<file path="src/design/adc_ctrl_cfg.svh">
// constants of the multiplexed converter control block
`ifndef ADC_CTRL_CFG_SVH
`define ADC_CTRL_CFG_SVH

// ***************
// timing
// ***************
`define CLK_PERIOD_NS   40
`define SETTLE_TIME_NS  3000
`define SETTLE_CYCLES   ((`SETTLE_TIME_NS + `CLK_PERIOD_NS - 1) / `CLK_PERIOD_NS)

// ***************
// status word bit positions, bus bit 0 is the msb
// ***************
`define SW_EXT_SYNC_BIT   4
`define SW_XFER_MODE_BIT  5
`define SW_MEM_EN_BIT     6
`define SW_GAIN_HI_BIT    7
`define SW_GAIN_LO_BIT    8
`define SW_ADD_MEM_BIT    9
`define SW_SEQ_BIT        10
`define SW_CHAN_FIRST     11
`define SW_CHAN_LAST      17

// ***************
// read-back word layout
// ***************
`define RS_WC_BIT       0
`define RS_MEM_BIT      1
`define RB_FIRST        5
`define RB_LAST         17

// ***************
// subdevice codes
// ***************
`define SUB_DATA        2'h0
`define SUB_STATUS      2'h1
`define SUB_MEMORY      2'h2

// ***************
// reset values
// ***************
`define CHAN_RESET      7'h00
`define RESULT_RESET    13'h0000
`define CTRL_RESET      7'h00
// device select code: the value is arbitrary, set it to the slot in use
`define DEV_CODE_RESET  6'h01

`endif

</file>
<file path="src/design/adc_ctrl_pkg.sv">
// types of the multiplexed converter control block
package adc_ctrl_pkg;

   // ***************
   // control flip-flops loaded from the status word
   // ***************
   typedef struct packed {
      logic       sequential_mode;
      logic       add_to_memory;
      logic       ext_sync_sel;
      logic       transfer_mode_ff;
      logic       mem_overflow_en;
      logic       gain_bit_high;
      logic       gain_bit_low;
   } ctrl_t;

   // ***************
   // decoded transfer instructions
   // ***************
   typedef enum logic [2:0] {
      INSTR_NONE,
      INSTR_SKIP_DONE,
      INSTR_READ_BUFFER,
      INSTR_CONVERT,
      INSTR_SKIP_WC,
      INSTR_READ_STATUS,
      INSTR_CLEAR_FLAGS,
      INSTR_SKIP_MEM
   } instr_t;

endpackage

</file>
<file path="src/design/multiplexed_adc_interface_control.sv">
// control logic of the multiplexed converter: sync, channel register, result buffer, decode
`timescale 1ns/1ns
`include "adc_ctrl_cfg.svh"

module multiplexed_adc_interface_control
   import adc_ctrl_pkg::*;
#(
   parameter logic [5:0] DEV_CODE     = `DEV_CODE_RESET, // arbitrary default
   parameter int         MUX_CHANNELS = 128,
   parameter int         SETTLE       = `SETTLE_CYCLES
) (
   input  wire logic        clk_i,
   input  wire logic        rst_n_i,
   input  wire logic [5:0]  dev_sel_i,
   input  wire logic [1:0]  subdev_sel_i,
   input  wire logic        iop1_i,
   input  wire logic        iop2_i,
   input  wire logic        host_to_device_pulse_i,
   input  wire logic [0:17] bus_data_n_i,
   input  wire logic        dch_cycle_i,
   input  wire logic        write_request_i,
   input  wire logic        read_request_i,
   input  wire logic        word_count_overflow_flag_i,
   input  wire logic        mem_overflow_flag_i,
   input  wire logic        ext_sync_i,
   input  wire logic        conv_done_i,
   input  wire logic [12:0] conv_data_i,
   output logic             start_conv_o,
   output logic             settling_o,
   output logic [6:0]       channel_o,
   output logic             channel_valid_o,
   output logic [1:0]       gain_code_o,
   output ctrl_t            ctrl_o,
   output logic             done_flag_o,
   output logic             skip_o,
   output logic             clear_flags_o,
   output logic [0:17]      bus_data_o,
   output logic             bus_data_oe_o
);

   // ***************
   // instruction decode
   // ***************
   function automatic instr_t decode(input logic [1:0] sub, input logic p1,
                                     input logic p2, input logic p4);
      instr_t r;
      r = INSTR_NONE;
      unique case (sub)
         `SUB_DATA: begin
            if (p1)
               r = INSTR_SKIP_DONE;
            else if (p2)
               r = INSTR_READ_BUFFER;
            else if (p4)
               r = INSTR_CONVERT;
         end
         `SUB_STATUS: begin
            if (p1)
               r = INSTR_SKIP_WC;
            else if (p2)
               r = INSTR_READ_STATUS;
            else if (p4)
               r = INSTR_CLEAR_FLAGS;
         end
         `SUB_MEMORY: begin
            if (p1)
               r = INSTR_SKIP_MEM;
         end
         default: r = INSTR_NONE;
      endcase
      return r;
   endfunction

   logic   addressed_w;
   logic   dma_active_w;
   instr_t instr_w;
   logic   convert_instr;
   logic   read_status_instr;
   logic   read_buffer_w;

   // direct transfers do not carry an instruction, so decode is held off
   assign dma_active_w  = dch_cycle_i;
   assign addressed_w   = (dev_sel_i == DEV_CODE) && !dma_active_w;
   assign instr_w       = addressed_w ? decode(subdev_sel_i, iop1_i, iop2_i,
                                               host_to_device_pulse_i) : INSTR_NONE;
   assign convert_instr     = (instr_w == INSTR_CONVERT);
   assign read_status_instr = (instr_w == INSTR_READ_STATUS);
   assign read_buffer_w     = (instr_w == INSTR_READ_BUFFER);

   // ***************
   // load and select clock
   // ***************
   logic  add_cycle_w;
   logic  load_w;
   logic  select_clock_w;
   logic  dch_read_w;
   ctrl_t ctrl_r;
   ctrl_t ctrl_nxt;
   logic [0:17] bus_true_w;

   assign bus_true_w  = ~bus_data_n_i;
   assign add_cycle_w = write_request_i && read_request_i;
   assign load_w      = dma_active_w && !word_count_overflow_flag_i
                        && host_to_device_pulse_i && !add_cycle_w;
   assign select_clock_w = convert_instr || load_w;
   // data strobe of a direct transfer to memory
   assign dch_read_w  = dma_active_w && iop2_i;

   assign ctrl_nxt.sequential_mode  = bus_true_w[`SW_SEQ_BIT];
   assign ctrl_nxt.add_to_memory    = bus_true_w[`SW_ADD_MEM_BIT];
   assign ctrl_nxt.ext_sync_sel     = bus_true_w[`SW_EXT_SYNC_BIT];
   assign ctrl_nxt.transfer_mode_ff = bus_true_w[`SW_XFER_MODE_BIT];
   assign ctrl_nxt.mem_overflow_en  = bus_true_w[`SW_MEM_EN_BIT];
   assign ctrl_nxt.gain_bit_high    = bus_true_w[`SW_GAIN_HI_BIT];
   assign ctrl_nxt.gain_bit_low     = bus_true_w[`SW_GAIN_LO_BIT];

   always_ff @(posedge clk_i or negedge rst_n_i) begin
      if (!rst_n_i)
         ctrl_r <= `CTRL_RESET;
      else if (select_clock_w)
         ctrl_r <= ctrl_nxt;
   end

   assign ctrl_o      = ctrl_r;
   // binary code: 0,1,2,3 select gain 1,2,4,8
   assign gain_code_o = {ctrl_r.gain_bit_high, ctrl_r.gain_bit_low};

   // ***************
   // channel address register
   // ***************
   logic [6:0] chan_r;
   logic [6:0] chan_nxt;
   logic       count_w;

   assign count_w = conv_done_i && ctrl_r.sequential_mode && ctrl_r.transfer_mode_ff
                    && !word_count_overflow_flag_i;
   // a jam load wins over a count in the same cycle
   assign chan_nxt = select_clock_w ? bus_true_w[`SW_CHAN_FIRST:`SW_CHAN_LAST]
                   : count_w ? chan_r + 7'h01
                   : chan_r;

   always_ff @(posedge clk_i or negedge rst_n_i) begin
      if (!rst_n_i)
         chan_r <= `CHAN_RESET;
      else
         chan_r <= chan_nxt;
   end

   assign channel_o       = chan_r;
   // channels beyond the fitted multiplexer select nothing
   assign channel_valid_o = (32'(chan_r) < MUX_CHANNELS);

   // ***************
   // sync and settling
   // ***************
   logic sel_del_r;
   logic convert_pulse_w;
   logic sync_w;
   logic settle_busy_w;
   logic start_w;
   logic seq_next_w;

   assign seq_next_w = conv_done_i && ctrl_r.sequential_mode && ctrl_r.transfer_mode_ff
                       && !word_count_overflow_flag_i && !mem_overflow_flag_i;
   // the delayed select clock lets the new gain and channel take effect first
   assign convert_pulse_w = sel_del_r || seq_next_w;
   assign sync_w = ctrl_r.ext_sync_sel ? ext_sync_i
                 : (convert_pulse_w && !ctrl_r.ext_sync_sel);

   always_ff @(posedge clk_i or negedge rst_n_i) begin
      if (!rst_n_i)
         sel_del_r <= 1'b0;
      else
         sel_del_r <= select_clock_w;
   end

   settle_timer #(
      .CYCLES (SETTLE)
   ) u_settle (
      .clk_i     (clk_i),
      .rst_n_i   (rst_n_i),
      .trigger_i (sync_w),
      .busy_o    (settle_busy_w),
      .fire_o    (start_w)
   );

   assign start_conv_o = start_w;
   assign settling_o   = settle_busy_w;

   // ***************
   // result buffer and done flag
   // ***************
   logic [12:0] result_r;
   logic        done_r;
   logic        done_clr_w;
   logic        clear_instr_w;
   logic        skip_done_w;
   logic        skip_wc_w;
   logic        skip_mem_w;

   // frozen during memory overflow so the added value can be recovered
   always_ff @(posedge clk_i or negedge rst_n_i) begin
      if (!rst_n_i)
         result_r <= `RESULT_RESET;
      else if (conv_done_i && !mem_overflow_flag_i)
         result_r <= conv_data_i;
   end

   assign clear_instr_w = (instr_w == INSTR_CLEAR_FLAGS);
   assign skip_done_w   = (instr_w == INSTR_SKIP_DONE) && done_r;
   assign skip_wc_w     = (instr_w == INSTR_SKIP_WC) && word_count_overflow_flag_i;
   assign skip_mem_w    = (instr_w == INSTR_SKIP_MEM) && mem_overflow_flag_i;
   assign done_clr_w    = read_buffer_w || convert_instr || clear_instr_w;

   // a done event in the clearing cycle wins
   always_ff @(posedge clk_i or negedge rst_n_i) begin
      if (!rst_n_i)
         done_r <= 1'b0;
      else if (conv_done_i)
         done_r <= 1'b1;
      else if (done_clr_w)
         done_r <= 1'b0;
   end

   assign done_flag_o   = done_r;
   assign clear_flags_o = clear_instr_w;
   // a skip answers inside the pulse cycle, so it cannot come from a flip-flop
   assign skip_o        = skip_done_w || skip_wc_w || skip_mem_w;

   // ***************
   // data drivers
   // ***************
   logic [0:17] rd_word_w;
   logic [0:17] stat_word_w;
   logic [0:17] buf_word_w;
   logic [0:17] data_r;
   logic        oe_r;
   logic        strobe_w;

   always_comb begin
      stat_word_w = 18'h00000;
      stat_word_w[`SW_CHAN_FIRST:`SW_CHAN_LAST] = chan_r;
      stat_word_w[`RS_WC_BIT]  = word_count_overflow_flag_i;
      stat_word_w[`RS_MEM_BIT] = mem_overflow_flag_i;
      buf_word_w = 18'h00000;
      buf_word_w[`RB_FIRST:`RB_LAST] = result_r;
   end

   assign strobe_w  = read_buffer_w || read_status_instr || dch_read_w;
   assign rd_word_w = read_status_instr ? stat_word_w : buf_word_w;

   // one cycle of drive after each strobe, released otherwise
   always_ff @(posedge clk_i or negedge rst_n_i) begin
      if (!rst_n_i) begin
         data_r <= 18'h00000;
         oe_r   <= 1'b0;
      end else begin
         data_r <= strobe_w ? rd_word_w : 18'h00000;
         oe_r   <= strobe_w;
      end
   end

   assign bus_data_o    = data_r;
   assign bus_data_oe_o = oe_r;

endmodule // multiplexed_adc_interface_control

</file>
<file path="src/design/settle_timer.sv">
// settling delay timer: a start pulse after a fixed count
`timescale 1ns/1ns
module settle_timer #(
   parameter int CYCLES = 75
) (
   input  wire logic clk_i,
   input  wire logic rst_n_i,
   input  wire logic trigger_i,
   output logic      busy_o,
   output logic      fire_o
);

   localparam int W = $clog2(CYCLES + 1);
   localparam logic [W-1:0] LAST = W'(CYCLES);

   logic [W-1:0] cnt_r;
   logic         run_r;
   logic         fire_r;
   logic         done_w;

   assign done_w = run_r && (cnt_r == LAST);
   assign busy_o = run_r;
   assign fire_o = fire_r;

   // a new trigger restarts the delay so the last sync always settles fully
   always_ff @(posedge clk_i or negedge rst_n_i) begin
      if (!rst_n_i) begin
         cnt_r  <= '0;
         run_r  <= 1'b0;
         fire_r <= 1'b0;
      end else begin
         fire_r <= done_w && !trigger_i;
         if (trigger_i) begin
            cnt_r <= W'(1);
            run_r <= 1'b1;
         end else if (done_w) begin
            run_r <= 1'b0;
         end else if (run_r) begin
            cnt_r <= cnt_r + W'(1);
         end
      end
   end

endmodule // settle_timer

</file>
<file path="config.mk">
export PLATFORM = sky130hd
export DESIGN_NAME = multiplexed_adc_interface_control
export DESIGN_NICKNAME = d
export VERILOG_FILES = /design/src/design/adc_ctrl_pkg.sv /design/src/design/multiplexed_adc_interface_control.sv /design/src/design/settle_timer.sv
export VERILOG_INCLUDE_DIRS = /design/src /design/src/design
export SDC_FILE = /design/constraint.sdc
export NUM_CORES = 1
export LEC_CHECK = 0
export ABC_AREA = 1
export BUFFER_PORTS_ARGS = -buffer_cell sky130_fd_sc_hd__buf_2
export CAP_MARGIN = 15
export CORE_UTILIZATION = 46
export DETAILED_ROUTE_END_ITERATION = 12
export GPL_TIMING_DRIVEN = 0
export HOLD_SLACK_MARGIN = 0.03
export PLACE_DENSITY = 0.76
export SETUP_SLACK_MARGIN = 0.1
export SLEW_MARGIN = 20
export SYNTH_ARGS = -nofsm -noshare
export SYNTH_HDL_FRONTEND = slang
export SYNTH_SLANG_ARGS = --single-unit
</file>
<file path="constraint.sdc">
create_clock -name clk_i -period 1.3 [get_ports clk_i]
set_input_delay 0.13 -clock clk_i [delete_from_list [all_inputs] [get_ports clk_i]]
set_output_delay 0.13 -clock clk_i [all_outputs]
set_load 0.01 [all_outputs]
</file>
==> metrics.md <==
| Metric | Value |
|---|---|
| Run status | complete, but fails checks |
| Failing checks | negative setup slack |
| Clock transition at the registers of the reported paths | roughly 0.11 ns |
| Worst R2R End | u_settle.cnt_r[5] |
| R2R depth | 8 |
| Place WS | -0.180 ns |
| Clock latency on the worst-skew pair | approximately 0.32 ns |
| Most used cell, CP | o21ai_4 |
| DR iter-0 viols | 201 |
| Sequential area share after synthesis | 48.0% |
| Core area | ~6000 um^2 |
| Final setup fails | 3 |
| GRT overflow | 0 |
| Setup TNS | -0.0161 ns |
| Crit path largest cell delay | 0.38 ns |
| Die W | 80.2 um |
| Crit Path Max Fanout | 8 |
| Min-Delay Path Depth | 4 |
| Synthesized area | 2820 um^2 |
| Fmax | 762 MHz |
| Synthesis-to-layout area growth | 45.6% |
| Crit share post-route | 101% |
| Setup WS post-layout | -0.0125 ns |
| Port bufs | 83 |
| Die H | 80.2 um |
| Clock Path Buffers | 2 |
| Pwr Density | 1190 nW/um^2 |
| DRT Wirelength | 7710 um |
| First-pass GRT wire length | 12200 um |
| Nets | ~530 |
| Vias in the first global route | 2679 |
| CP max stage cell | dfrtp_1 |
| Initial antenna violation count | 0 |
| RSZ-0062 raised after global routing | true |
| Minimum clock period | 1.31 ns |
| Hold Crit Endpoint | channel_o[0] |
| VDD IR max | 0.711 mV |
| Vias per cell | 5.10 |
| Fillers | 447 |
| CTS Sinks | 54 |
| HP Class | in2reg |
| Starting Density | 47.5% |
| Area leader, netlist | dfrtp_1 |
| Maxcap violations | 0 |
| Final-report hold violation count | 0 |
| Element type at the critical path end | register |
| Skew final | around 0.015 ns |
| Hold Crit Start | bus_data_n_i[17] |
| Wire length per cell | 14.1 um |
| Crit path kind | reg2reg |
| Crit start category | register |
| Full die area | 6440 um^2 |
| Via count | 2793 |
| H-tree Lvls | 2 |
| Maximum number of pins on one net before global-route repair | 55 |
| Share of cells above drive strength 1 | 44.0% |
| Top cells by area, synth | dfrtp_1, nand2_1, nand3_1, inv_1, mux2_2 |
| TritonCTS Buffers | 5 |
| Io pins | 92 |
| Placer Congestion | 0.831 |
| Mapped Cells | 345 |
| Post-DRT Antenna Nets | 0 |
| Post-synthesis area per instance | ~8.2 um^2 |
| Dpl hpwl | between 4000 and 5000 um |
| Worst rel slew slack | 55.4% |
| Total track usage | between 20 and 25% |
| TritonCTS clock tree | built |
| FF-to-FF Start | ctrl_o[3] |
| #FFs+latches synth | 54 |
| Lkg Pwr | 0.00222 uW |
| Critical path cell sequence | nand3_2 > nor2_4 > inv_4 > o21ai_4 > o21ai_4 > buf_4 > nand3_1 > nand2_1 |
| Cell variety after synth | 30 |
| Fin util | 69.2% |
| # diodes | 0 |
| Detailed Routing Iterations Pass 1 | 5 |
| Worst reg-to-reg setup slack | -0.01 ns |
| Ys Warns | 0 |
| WP data required | roughly 1.5 ns |
| Post-route DRC | 0 |
| Row count | 28 |
| Root Buffer | clkbuf_8 |
| Slew Limit Fails | 0 |
| Area fraction of the dominant cell type after synthesis | 48.0% |
| Worst slew pin tran | 0.669 ns |
| Critical Path AT | 1.53 ns |
-- cell families (layout without fill, tap and decap cells) --
family | after synthesis | in the layout | share of synthesized area [%]
multiplexers | 13 | 13 | 5.20
buffers and inverters | 55 | 180 | 8.76
AO/OA/AOI/OAI | 9 | 9 | 1.87
adder cells (fa/ha/maj) | 2 | 2 | 0.889
other | 2 | 4 | 0.267
flip-flops | 54 | 54 | 48.0
XOR/XNOR | 8 | 8 | 2.49
AND/OR/NAND/NOR | 202 | 203 | 32.5
-- worst max-delay path by stage --
| stage | startpoint | to |
|---|---|---|
| after floorplan | ctrl_o[6] | u_settle.cnt_r[5] |
| after CTS | ctrl_o[6] | u_settle.cnt_r[3] |
| after global routing | ctrl_o[3] | u_settle.cnt_r[5] |
| after detailed placement | ctrl_o[6] | u_settle.cnt_r[4] |
| after global placement | ctrl_o[3] | u_settle.cnt_r[3] |
| final | ctrl_o[3] | u_settle.cnt_r[5] |
-- layout make-up --
type,count,area (um^2),share of cell area [%]
Clock buffer,5,68.8,1.68
Buffer,11,81.3,1.98
Inverter,44,179,4.37
Sequential cell,54,1360,33.1
Multi-Input combinational cell,239,1510,36.8
Clock inverter,3,27.5,0.672
Timing Repair Buffer,117,785,19.1
Tap cell,75,93.8,2.29
-- cells in the mapped netlist, drive strengths merged --
| cell type | n |
|---|---|
| conb | 2 |
| nand2 | 115 |
| mux2 | 13 |
| buf | 10 |
| xor2 | 6 |
| clkbuf | 1 |
| nand4 | 11 |
| xnor2 | 2 |
| nand3 | 35 |
| inv | 44 |
| nor2 | 33 |
| a21oi | 2 |
| dfrtp | 54 |
| ha | 2 |
| nand3b | 2 |
| nor3 | 4 |
| o21ai | 7 |
| nor3b | 2 |
-- power breakdown --
group | total [uW] | switching (uW) | internal [uW]
clock network | 1010 | 613 | 401
logic | 1670 | 819 | 851
registers | 2180 | 252 | 1930
total | 4870 | 1680 | 3180
-- layer usage --
metal  track usage, %  share of wire (%)  vias to the layer above
li1                 -                  -                     1322
met1             30.6                 40                     1351
met2             42.5                 53                      102
met5                0                  0                        -
met4             8.93                2.2                        0
met3             4.77                5.3                       18
-- cells in the final DEF, fill, tap and decap left out, types with 8 or more instances in the layout --
cell type	synthesis	layout
buf_2	2	74
buf_4	6	28
buf_6	2	21
dfrtp_1	54	50
inv_1	42	34
mux2_2	13	13
nand2_1	112	103
nand2_2	1	8
nand3_1	32	23
nand4_1	9	9
nor2_1	30	21
nor2_4	1	8
-- repair_timing --
item,4_1_cts,5_1_grt
hold buffers,3,0
endpoints found under the setup margin,14,42
pin swaps,28,28
gates cloned,1,0
hold endpoints to repair,56,0
gates resized for setup,59,38
setup buffers,25,7
-- state kept, by name, summed over array words and instances (netlist names) --
| signal | flops |
|---|---|
| done_flag_o | 1 |
| bus_data_o | 15 |
| u_settle.busy_o | 1 |
| u_settle.fire_o | 1 |
| sel_del_r | 1 |
| ctrl_o | 7 |
| result_r | 13 |
| bus_data_oe_o | 1 |
| u_settle.cnt_r | 7 |
| channel_o | 7 |
-- metrics by stage --
stage	area, um^2	hold WS (ns)	total power (uW)	cells
after floorplan	2860	-0.166	2810	347
after global placement	3370	0.312	3190	505
after detailed placement	3370	0.218	3230	505
after CTS	3930	0.0308	4710	542
after global routing	4100	0.0318	5140	548
final	4100	0.0307	4870	548
-- worst max-delay path: cells and delay by family (launching register included) --
| family | cells | cell delay (ns) |
|---|---|---|
| buffers and inverters | 2 | 0.21 |
| flip-flops | 1 | 0.38 |
| AO/OA/AOI/OAI | 2 | 0.27 |
| AND/OR/NAND/NOR | 4 | 0.35 |
(Power assumes the default switching activity.)
